File: config.mk
export PLATFORM = sky130hd
export DESIGN_NAME = host_serial_control_port
export DESIGN_NICKNAME = d
export VERILOG_FILES = /design/src/rtl/sync2.v /design/src/rtl/line_path.v /design/src/rtl/host_serial_control_port.v
export VERILOG_INCLUDE_DIRS = /design/src /design/src/include
export SDC_FILE = /design/constraint.sdc
export NUM_CORES = 1
export LEC_CHECK = 0
export BUFFER_PORTS_ARGS = -buffer_cell sky130_fd_sc_hd__buf_2
export CAP_MARGIN = 20
export CORE_MARGIN = 1.5
export CORE_UTILIZATION = 30
export DETAILED_ROUTE_END_ITERATION = 8
export GPL_ROUTABILITY_DRIVEN = 0
export PLACE_DENSITY = 0.5
export SYNTH_ARGS = -nofsm -noshare
export SYNTH_HDL_FRONTEND = slang
export SYNTH_SLANG_ARGS = --single-unit
File: constraint.sdc
create_clock -name clock -period 4.2 [get_ports clock]
set_input_delay 0.84 -clock clock [delete_from_list [all_inputs] [get_ports clock]]
set_output_delay 0.84 -clock clock [all_outputs]
set_load 0.05 [all_outputs]
File: src/include/hsc_defs.vh
// constants for the host serial control port of a line interface unit
// assumes: included by bare name from rtl files; definitions only
`ifndef HSC_DEFS_VH
`define HSC_DEFS_VH

// command register addresses
`define HSC_ADDR_CHAN_CTRL   3'h0
`define HSC_ADDR_INT_STATUS  3'h1
`define HSC_ADDR_ALARM       3'h2
`define HSC_ADDR_SCRATCH     3'h3

// channel control register fields
`define HSC_CTRL_INT_EN      0
`define HSC_CTRL_LOOP_LO     1
`define HSC_CTRL_LOOP_HI     2
`define HSC_CTRL_MUTE        3
`define HSC_CTRL_RX_ON       4
`define HSC_CTRL_MON         5
`define HSC_CTRL_RXINV       6
`define HSC_CTRL_TXINV       7

// interrupt status and alarm fields
`define HSC_BIT_LOS          0
`define HSC_BIT_LOL          1

// register defaults
`define HSC_CTRL_RESET       8'h10
`define HSC_STATUS_RESET     8'h00
`define HSC_SCRATCH_RESET    8'h00

// loopback mode codes, {remote, local}
`define HSC_LOOP_NORMAL      2'h0
`define HSC_LOOP_ANALOG      2'h1
`define HSC_LOOP_REMOTE      2'h2
`define HSC_LOOP_DIGITAL     2'h3

// synchroniser bus width
`define HSC_SYNC_W           14

`endif

File: src/rtl/sync2.v
// two-flop synchroniser for a vector of independent levels
// assumes: each bit is a slow level or a clock far slower than clock
`timescale 1ns/100ps
`default_nettype none
module sync2 #(
    parameter W = 1
) (
    input  wire         clock,
    input  wire [W-1:0] async_in,
    output reg  [W-1:0] sync_out
);
    reg [W-1:0] meta_r;   // first stage, read only by second

    // two stages, no reset so no constant fights the sampling
    always @(posedge clock) begin
        meta_r   <= async_in;
        sync_out <= meta_r;
    end
endmodule // sync2
`default_nettype wire

File: src/rtl/line_path.v
// loopback mode latch and recovered-rail muting on line clock edges
// assumes: all inputs already synchronised to clock
`timescale 1ns/100ps
`default_nettype none
`include "hsc_defs.vh"
module line_path (
    input  wire       clock,
    input  wire       resetn,
    input  wire       line_clock_s,
    input  wire [1:0] loop_req,
    input  wire       mute_en,
    input  wire       los_s,
    input  wire       pos_s,
    input  wire       neg_s,
    output reg  [1:0] loop_mode,
    output reg        recovered_pos_rail,
    output reg        recovered_neg_rail
);
    reg line_clock_d;          // previous line clock sample
    wire line_edge;            // one-cycle pulse per line clock rise

    assign line_edge = line_clock_s & ~line_clock_d;

    // apply mode and rails only on a line clock boundary
    always @(posedge clock) begin
        if (!resetn) begin
            line_clock_d       <= 1'b1; // no false edge after reset
            loop_mode          <= `HSC_LOOP_NORMAL;
            recovered_pos_rail <= 1'b0;
            recovered_neg_rail <= 1'b0;
        end else begin
            line_clock_d <= line_clock_s;
            if (line_edge) begin
                loop_mode <= loop_req;
                // muted rails go low while signal is lost
                recovered_pos_rail <= pos_s & ~(mute_en & los_s);
                recovered_neg_rail <= neg_s & ~(mute_en & los_s);
            end
        end
    end
endmodule // line_path
`default_nettype wire

File: src/rtl/host_serial_control_port.v
// control port: serial host interface, command registers, interrupt,
// loopback selection and hardware-mode reuse of the serial pins
// assumes: all pins but resetn asynchronous to clock; serial clock well below clock/4
//
// Summary of operation
// - hardware mode: loop pins pick normal/local/remote/digital
// - host mode ignores both loop select pins
// - transfers accepted only while chip select low
// - serial input sampled on serial clock rise
// - read data changes on serial clock fall
// - read shifts out the addressed command register
// - serial output driven only during read data
// - register reset low restores all defaults
// - host mode: interrupt pin falls when pending
// - interrupt enable zero keeps interrupt pin high
// - hardware mode: serial pins become discrete controls
// - config pin high host mode, low hardware
// - hardware mute input forces rails low on loss
`timescale 1ns/100ps
`default_nettype none
`include "hsc_defs.vh"
module host_serial_control_port #(
    parameter ADDR_W = 3,          // address bits in a frame
    parameter DATA_W = 8           // data bits in a frame
) (
    input  wire       clock,
    input  wire       resetn,
    input  wire       config_source_select,
    input  wire       reg_reset_n,
    input  wire       cs_pin_n,
    input  wire       sclk_pin,
    input  wire       serial_in,
    input  wire       sout_pin,
    output reg        serial_out,
    output reg        serial_out_oe,
    input  wire       int_pin_in,
    output reg        int_pin_out,
    output reg        int_pin_oe,
    input  wire       local_loop_select,
    input  wire       remote_loop_select,
    input  wire       line_clock,
    input  wire       loss_of_signal,
    input  wire       loss_of_lock,
    input  wire       rx_pos_data,
    input  wire       rx_neg_data,
    output reg        host_mode,
    output reg        rx_clock_invert,
    output reg        tx_clock_invert,
    output reg        receiver_on,
    output reg        rx_monitor_mode,
    output wire [1:0] loop_mode,
    output wire       recovered_pos_rail,
    output wire       recovered_neg_rail
);
    // engine states
    localparam ST_CMD   = 2'h0;
    localparam ST_RDATA = 2'h1;
    localparam ST_WDATA = 2'h2;
    localparam ST_DONE  = 2'h3;
    localparam CNT_W    = 5;
    localparam [CNT_W-1:0] CMD_LAST  = ADDR_W[CNT_W-1:0];
    localparam [CNT_W-1:0] DATA_LAST = DATA_W[CNT_W-1:0] - 1'b1;

    // rising edge of a sampled level
    function rise_of;
        input cur;
        input prev;
        begin
            rise_of = cur & ~prev;
        end
    endfunction

    // synchronised pins
    wire [`HSC_SYNC_W-1:0] sync_q;
    wire cfg_s;                    // config source level
    wire cs_s;                     // chip select, active low
    wire sclk_s;                   // serial clock
    wire sin_s;                    // serial input
    wire sout_s;                   // serial output pin as input
    wire int_in_s;                 // interrupt pin as input
    wire lloop_s;                  // local loop select
    wire rloop_s;                  // remote loop select
    wire rrst_s;                   // register reset, active low
    wire lclk_s;                   // line clock
    wire los_s;                    // loss of signal
    wire lol_s;                    // loss of lock
    wire pos_s;                    // positive rail data
    wire neg_s;                    // negative rail data

    sync2 #(
        .W (`HSC_SYNC_W)
    ) u_sync (
        .clock    (clock),
        .async_in ({config_source_select, cs_pin_n, sclk_pin, serial_in,
                    sout_pin, int_pin_in, local_loop_select,
                    remote_loop_select, reg_reset_n, line_clock,
                    loss_of_signal, loss_of_lock, rx_pos_data, rx_neg_data}),
        .sync_out (sync_q)
    );

    assign {cfg_s, cs_s, sclk_s, sin_s, sout_s, int_in_s, lloop_s, rloop_s,
            rrst_s, lclk_s, los_s, lol_s, pos_s, neg_s} = sync_q;

    // engine and register state
    reg              sclk_d;       // previous serial clock
    reg              los_d;        // previous loss of signal
    reg              lol_d;        // previous loss of lock
    reg  [1:0]       state_r;      // engine state
    reg  [CNT_W-1:0] cnt_r;        // bit counter in field
    reg  [ADDR_W:0]  cmd_sr;       // read flag and address
    reg  [ADDR_W-1:0] addr_r;      // latched write address
    reg  [DATA_W-1:0] data_sr;     // data shifter
    reg  [DATA_W-1:0] ctrl_r;      // channel control register
    reg  [DATA_W-1:0] istat_r;     // sticky interrupt status
    reg  [DATA_W-1:0] scratch_r;   // free read/write register

    // combinational helpers
    wire             sclk_rise;
    wire             sclk_fall;
    wire             active;
    wire             reg_rst;
    wire [ADDR_W:0]  cmd_full;     // command with the bit now arriving
    wire [ADDR_W-1:0] cmd_addr;
    wire [DATA_W-1:0] wr_full;     // write data with final bit
    wire             rd_clear;     // status read clears the status
    wire             wr_strobe;
    reg  [DATA_W-1:0] rd_data;
    reg  [DATA_W-1:0] istat_set;
    reg  [1:0]       loop_req;
    reg              mute_en;

    assign sclk_rise = rise_of(sclk_s, sclk_d);
    assign sclk_fall = rise_of(sclk_d, sclk_s);
    assign active    = cfg_s & ~cs_s;
    assign reg_rst   = ~resetn | ~rrst_s;
    assign cmd_full  = {cmd_sr[ADDR_W-1:0], sin_s};
    assign cmd_addr  = cmd_full[ADDR_W-1:0];
    assign wr_full   = {data_sr[DATA_W-2:0], sin_s};
    assign rd_clear  = active & sclk_rise & (state_r == ST_CMD) &
                       (cnt_r == CMD_LAST) & cmd_full[ADDR_W] &
                       (cmd_addr == `HSC_ADDR_INT_STATUS);
    assign wr_strobe = active & sclk_rise & (state_r == ST_WDATA) &
                       (cnt_r == DATA_LAST);

    // read mux over the command registers
    always @* begin
        case (cmd_addr)
            `HSC_ADDR_CHAN_CTRL:  rd_data = ctrl_r;
            `HSC_ADDR_INT_STATUS: rd_data = istat_r;
            `HSC_ADDR_ALARM: begin
                rd_data = {DATA_W{1'b0}};
                rd_data[`HSC_BIT_LOS] = los_s;
                rd_data[`HSC_BIT_LOL] = lol_s;
            end
            `HSC_ADDR_SCRATCH:    rd_data = scratch_r;
            default:              rd_data = {DATA_W{1'b0}};
        endcase
    end

    // alarm rises that set sticky status bits
    always @* begin
        istat_set = {DATA_W{1'b0}};
        istat_set[`HSC_BIT_LOS] = rise_of(los_s, los_d);
        istat_set[`HSC_BIT_LOL] = rise_of(lol_s, lol_d);
    end

    // loop request and mute source by configuration mode
    always @* begin
        if (cfg_s) begin
            loop_req = {ctrl_r[`HSC_CTRL_LOOP_HI], ctrl_r[`HSC_CTRL_LOOP_LO]};
            mute_en  = ctrl_r[`HSC_CTRL_MUTE];
        end else begin
            loop_req = {rloop_s, lloop_s};
            mute_en  = int_in_s;
        end
    end

    // serial frame engine: read flag, address, then data, msb first
    always @(posedge clock) begin
        if (!resetn) begin
            sclk_d        <= 1'b0;
            state_r       <= ST_CMD;
            cnt_r         <= {CNT_W{1'b0}};
            cmd_sr        <= {(ADDR_W+1){1'b0}};
            addr_r        <= {ADDR_W{1'b0}};
            data_sr       <= {DATA_W{1'b0}};
            serial_out    <= 1'b0;
            serial_out_oe <= 1'b0;
        end else begin
            sclk_d <= sclk_s;
            if (!active) begin
                // chip select high ends any frame
                state_r       <= ST_CMD;
                cnt_r         <= {CNT_W{1'b0}};
                serial_out_oe <= 1'b0;
            end else begin
                case (state_r)
                    ST_CMD: begin
                        if (sclk_rise) begin
                            cmd_sr <= cmd_full;
                            cnt_r  <= cnt_r + 1'b1;
                            if (cnt_r == CMD_LAST) begin
                                cnt_r  <= {CNT_W{1'b0}};
                                addr_r <= cmd_addr;
                                if (cmd_full[ADDR_W]) begin
                                    data_sr <= rd_data;
                                    state_r <= ST_RDATA;
                                end else begin
                                    state_r <= ST_WDATA;
                                end
                            end
                        end
                    end
                    ST_RDATA: begin
                        // present next bit on fall, count on rise
                        if (sclk_fall) begin
                            serial_out    <= data_sr[DATA_W-1];
                            data_sr       <= {data_sr[DATA_W-2:0], 1'b0};
                            serial_out_oe <= 1'b1;
                        end
                        if (sclk_rise) begin
                            cnt_r <= cnt_r + 1'b1;
                            if (cnt_r == DATA_LAST) begin
                                state_r <= ST_DONE;
                            end
                        end
                    end
                    ST_WDATA: begin
                        if (sclk_rise) begin
                            data_sr <= wr_full;
                            cnt_r   <= cnt_r + 1'b1;
                            if (cnt_r == DATA_LAST) begin
                                state_r <= ST_DONE;
                            end
                        end
                    end
                    ST_DONE: begin
                        // release the output after the last bit was taken
                        if (sclk_fall) begin
                            serial_out_oe <= 1'b0;
                        end
                    end
                    default: begin
                        state_r <= ST_CMD;
                    end
                endcase
            end
        end
    end

    // command registers; register reset pin clears them too
    always @(posedge clock) begin
        if (reg_rst) begin
            ctrl_r    <= `HSC_CTRL_RESET;
            istat_r   <= `HSC_STATUS_RESET;
            scratch_r <= `HSC_SCRATCH_RESET;
            los_d     <= 1'b0;
            lol_d     <= 1'b0;
        end else begin
            los_d <= los_s;
            lol_d <= lol_s;
            if (wr_strobe && addr_r == `HSC_ADDR_CHAN_CTRL) begin
                ctrl_r <= wr_full;
            end
            if (wr_strobe && addr_r == `HSC_ADDR_SCRATCH) begin
                scratch_r <= wr_full;
            end
            // new event wins over clear-on-read
            if (rd_clear) begin
                istat_r <= istat_set;
            end else begin
                istat_r <= istat_r | istat_set;
            end
        end
    end

    // pin functions and interrupt output by mode
    always @(posedge clock) begin
        if (!resetn) begin
            host_mode       <= 1'b0;
            int_pin_out     <= 1'b1;
            int_pin_oe      <= 1'b0;
            rx_clock_invert <= 1'b0;
            tx_clock_invert <= 1'b0;
            receiver_on     <= 1'b0;
            rx_monitor_mode <= 1'b0;
        end else begin
            host_mode <= cfg_s;
            if (cfg_s) begin
                // low while enabled and anything pending
                int_pin_out <= ~(ctrl_r[`HSC_CTRL_INT_EN] & (|istat_r));
                int_pin_oe  <= 1'b1;
                rx_clock_invert <= ctrl_r[`HSC_CTRL_RXINV];
                tx_clock_invert <= ctrl_r[`HSC_CTRL_TXINV];
                receiver_on     <= ctrl_r[`HSC_CTRL_RX_ON];
                rx_monitor_mode <= ctrl_r[`HSC_CTRL_MON];
            end else begin
                // pin is the mute input here, never driven
                int_pin_out     <= 1'b1;
                int_pin_oe      <= 1'b0;
                rx_clock_invert <= cs_s;
                tx_clock_invert <= sclk_s;
                receiver_on     <= sin_s;
                rx_monitor_mode <= sout_s;
            end
        end
    end

    // loop mode and rails on line clock edges
    line_path u_line (
        .clock              (clock),
        .resetn             (resetn),
        .line_clock_s       (lclk_s),
        .loop_req           (loop_req),
        .mute_en            (mute_en & ~cfg_s),
        .los_s              (los_s),
        .pos_s              (pos_s),
        .neg_s              (neg_s),
        .loop_mode          (loop_mode),
        .recovered_pos_rail (recovered_pos_rail),
        .recovered_neg_rail (recovered_neg_rail)
    );
endmodule // host_serial_control_port
`default_nettype wire

==> results.toml <==
[run_status]
status = "finished, final reports clean"

[logic_synthesis]
netlist_top_cells_count = "dfxtp_1, nor2_1, mux2i_1"
yosysTopAreaCellShare = 0.539
ys_types = 39
synth_edf_count = 0
netlist_instances = 295
ys_seq_area_frac = 0.539
syn-num-nets = 317
synth_most_common_cell = "dfxtp_1"
synth_seq_cells = 83
synth_largest_area_cell = "dfxtp_1"
netlist_top_cells_area = "dfxtp_1, mux2i_1, nor2_1"
synth_ff_type = "dfxtp_1"
syn-cell-area_mm2 = 0.00308
synth_warnings = 0
syn_avg_cell_area_um2 = 10.4
synthArstFlopShare = 0

[critical_path]
reg2reg_from = "state_r[0]$_SDFFE_PN0P_"
worstSetupPathType = "register to register"
cp_max_fo = 9
worst_r2r_endpoint = "state_r[0]$_SDFFE_PN0P_"
crit_arrival_ns = 2.46
r2r_cells = 6
crit_start = "state_r[0]$_SDFFE_PN0P_"
start_kind = "register"
r2r_setup_slack_ns = 1.98
end_kind = "register"
required_ns = 4.44

[sta]
report.final.hold_viol_count = 0
period_needed_ns = 2.22
slew_violations = 0
period_share = 0.529
max_slew_margin = 0.370
fmax_ghz = 0.450
setup_viol = 0
setup-tns-final_ns = 0
skew_ns = 0.0101
tightestPinTransition_ns = 0.943
rsz0062_at_grt = "false"

[worst_hold_path]
min_to = "u_sync.sync_out[8]$_DFF_P_"
worstHoldPathCells = 0
hp-class = "register to register"
hold_path.startpoint = "u_sync.meta_r[8]$_DFF_P_"

[detailed_routing]
wl_per_cell_um = 13.8
vias = 2078
vias_per_cell = 4.58
drtIter0Drc = 43
drc_errors = 0
firstDrtPassIters = 4
ant_nets = 0
routed_wl_um = 6260

[global_routing]
grt_max_degree = 25
grt_use_met3 = 0.0357
gr-usage-met2 = 0.189
grt_pass1_wl_um = 10700
top_usage_layer = "met2"
antenna_found_initial = 0
first_global_vias = 2099
overflow = 0
use_met1 = 0.168
grt_util_all_layers = 0.125

[place]
io_buffers = 28
dpl.hpwl_um = 4360
place_inst = 439

[floorplan]
die_w_um = 104
fp.dieH_um = 104
num_io_pins = 29
fp.dieArea_mm2 = 0.0109
core-area_mm2 = 0.00986
std_cell_rows = 36
start_util = 0.312

[clocking]
ctsRootBufferMaster = "clkbuf_8"
numCtsBuffers = 9
cts-resized-gates = 0
hold_buffers = 0
cts_tree = "built"
cts_setup_buffers = 0
clkSlewWorstSetupHoldPaths_ns = 0.09
clock_latency_ns = 0.35
cts_buffer_depth = 2
clock_sinks = 83
htree_levels = 3

[cells_and_area]
syn_to_final_growth_pct = 13.1
drive_gt1_frac = 0.162
final_net_count = 339
fillCellCount = 986
insertedDiodeCount = 0
final_cell_count_no_fill = 454
seq_area_mm2 = 0.00166
multi_input_area_mm2 = 0.00130

[power_and_ir_drop]
pwr_density_cell_mw_per_mm2 = 404
ir_drop_uv = 208
p_leak_uw = 0.00141

[job]
maxCapViolCount = 0
[flip-flops by register name, indices dropped and copies added, names as in the netlist, 3 cells and up]
| register | flops |
|---|---|
| u_sync.meta_r | 14 |
| ctrl_r | 8 |
| cnt_r | 5 |
| cmd_sr | 3 |
| scratch_r | 8 |
| u_sync.sync_out | 14 |
| data_sr | 8 |
| addr_r | 3 |
[kinds of logic (layout without fill, tap and decap cells)]
family          count (synthesis)  after routing  share of synthesized area
simple gates                   87             87                      0.148
flops                          83             83                      0.539
compound gates                 56             56                      0.139
mux                            31             31                      0.101
buf+inv                        28             54                     0.0378
fa+ha+maj                       6              6                     0.0244
xor+xnor                        4              4                     0.0114
[metrics by stage]
| step | util | hold slack (ns) | total power (uW) | setup slack (ns) | area [um2] |
|---|---|---|---|---|---|
| 2_1_floorplan | - | 0.310 | 887 | 2.22 | 3080 |
| 3_3_place_gp | 0.336 | 0.311 | 907 | 2.05 | 3310 |
| 3_5_place_dp | 0.336 | 0.312 | 908 | 1.98 | 3310 |
| 4_1_cts | 0.353 | 0.333 | 1430 | 1.97 | 3480 |
| 5_1_grt | 0.353 | 0.339 | 1470 | 1.75 | 3480 |
| 6_report | 0.353 | 0.332 | 1410 | 1.98 | 3480 |
[worst max-delay path by stage]
stage,cells after the start,to
finish,6,state_r[0]$_SDFFE_PN0P_
global route,6,state_r[1]$_SDFFE_PN0P_
CTS,5,ctrl_r[6]$_SDFFE_PP0P_
detailed placement,6,cnt_r[4]$_SDFFE_PN0P_
global placement,6,state_r[0]$_SDFFE_PN0P_
floorplan,6,istat_r[0]$_SDFF_PP0_
[power by group]
| group | switching (uW) | total, uW | internal [uW] |
|---|---|---|---|
| Combinational | 42.1 | 64.7 | 22.6 |
| Clock | 299 | 518 | 219 |
| Sequential | 15.5 | 824 | 808 |
| Total | 357 | 1410 | 1050 |
[cell type report]
type                    instances  share of cell area
clock buffers                   9              0.0355
clock inverters                 6              0.0136
inverters                      11              0.0118
multi-input cells             184               0.374
flip-flops and latches         83               0.477
well taps                     133              0.0478
repair buffers                 28              0.0402
[worst max-delay path, cell delays in order (launching register included)]
cell	delay [ns]
dfxtp_1	0.43
inv_1	0.09
ha_1	0.42
or2_2	0.35
a21oi_1	0.51
and4b_1	0.28
nor3_1	0.04
[cells in the final DEF (no fill, tap or decap), types with 5 or more instances in the layout]
cell type | netlist | routed
nand2b_1 | 6 | 6
nor2_1 | 36 | 36
a2bb2oi_1 | 6 | 6
a21oi_1 | 13 | 13
a211oi_1 | 13 | 13
nor3b_1 | 6 | 6
dfxtp_1 | 83 | 83
inv_1 | 11 | 11
clkbuf_8 | 0 | 9
a31oi_1 | 9 | 9
nand2_1 | 12 | 12
nand3_1 | 5 | 5
buf_2 | 3 | 28
ha_1 | 6 | 6
mux2i_1 | 31 | 31
[layer usage]
| metal | vias up | wire, um |
|---|---|---|
| met5 | - | 0 |
| met4 | 0 | 81 |
| met3 | 5 | 183 |
| met2 | 32 | 2820 |
| met1 | 962 | 3180 |
| li1 | 1079 | - |
(Power assumes the default switching activity.)
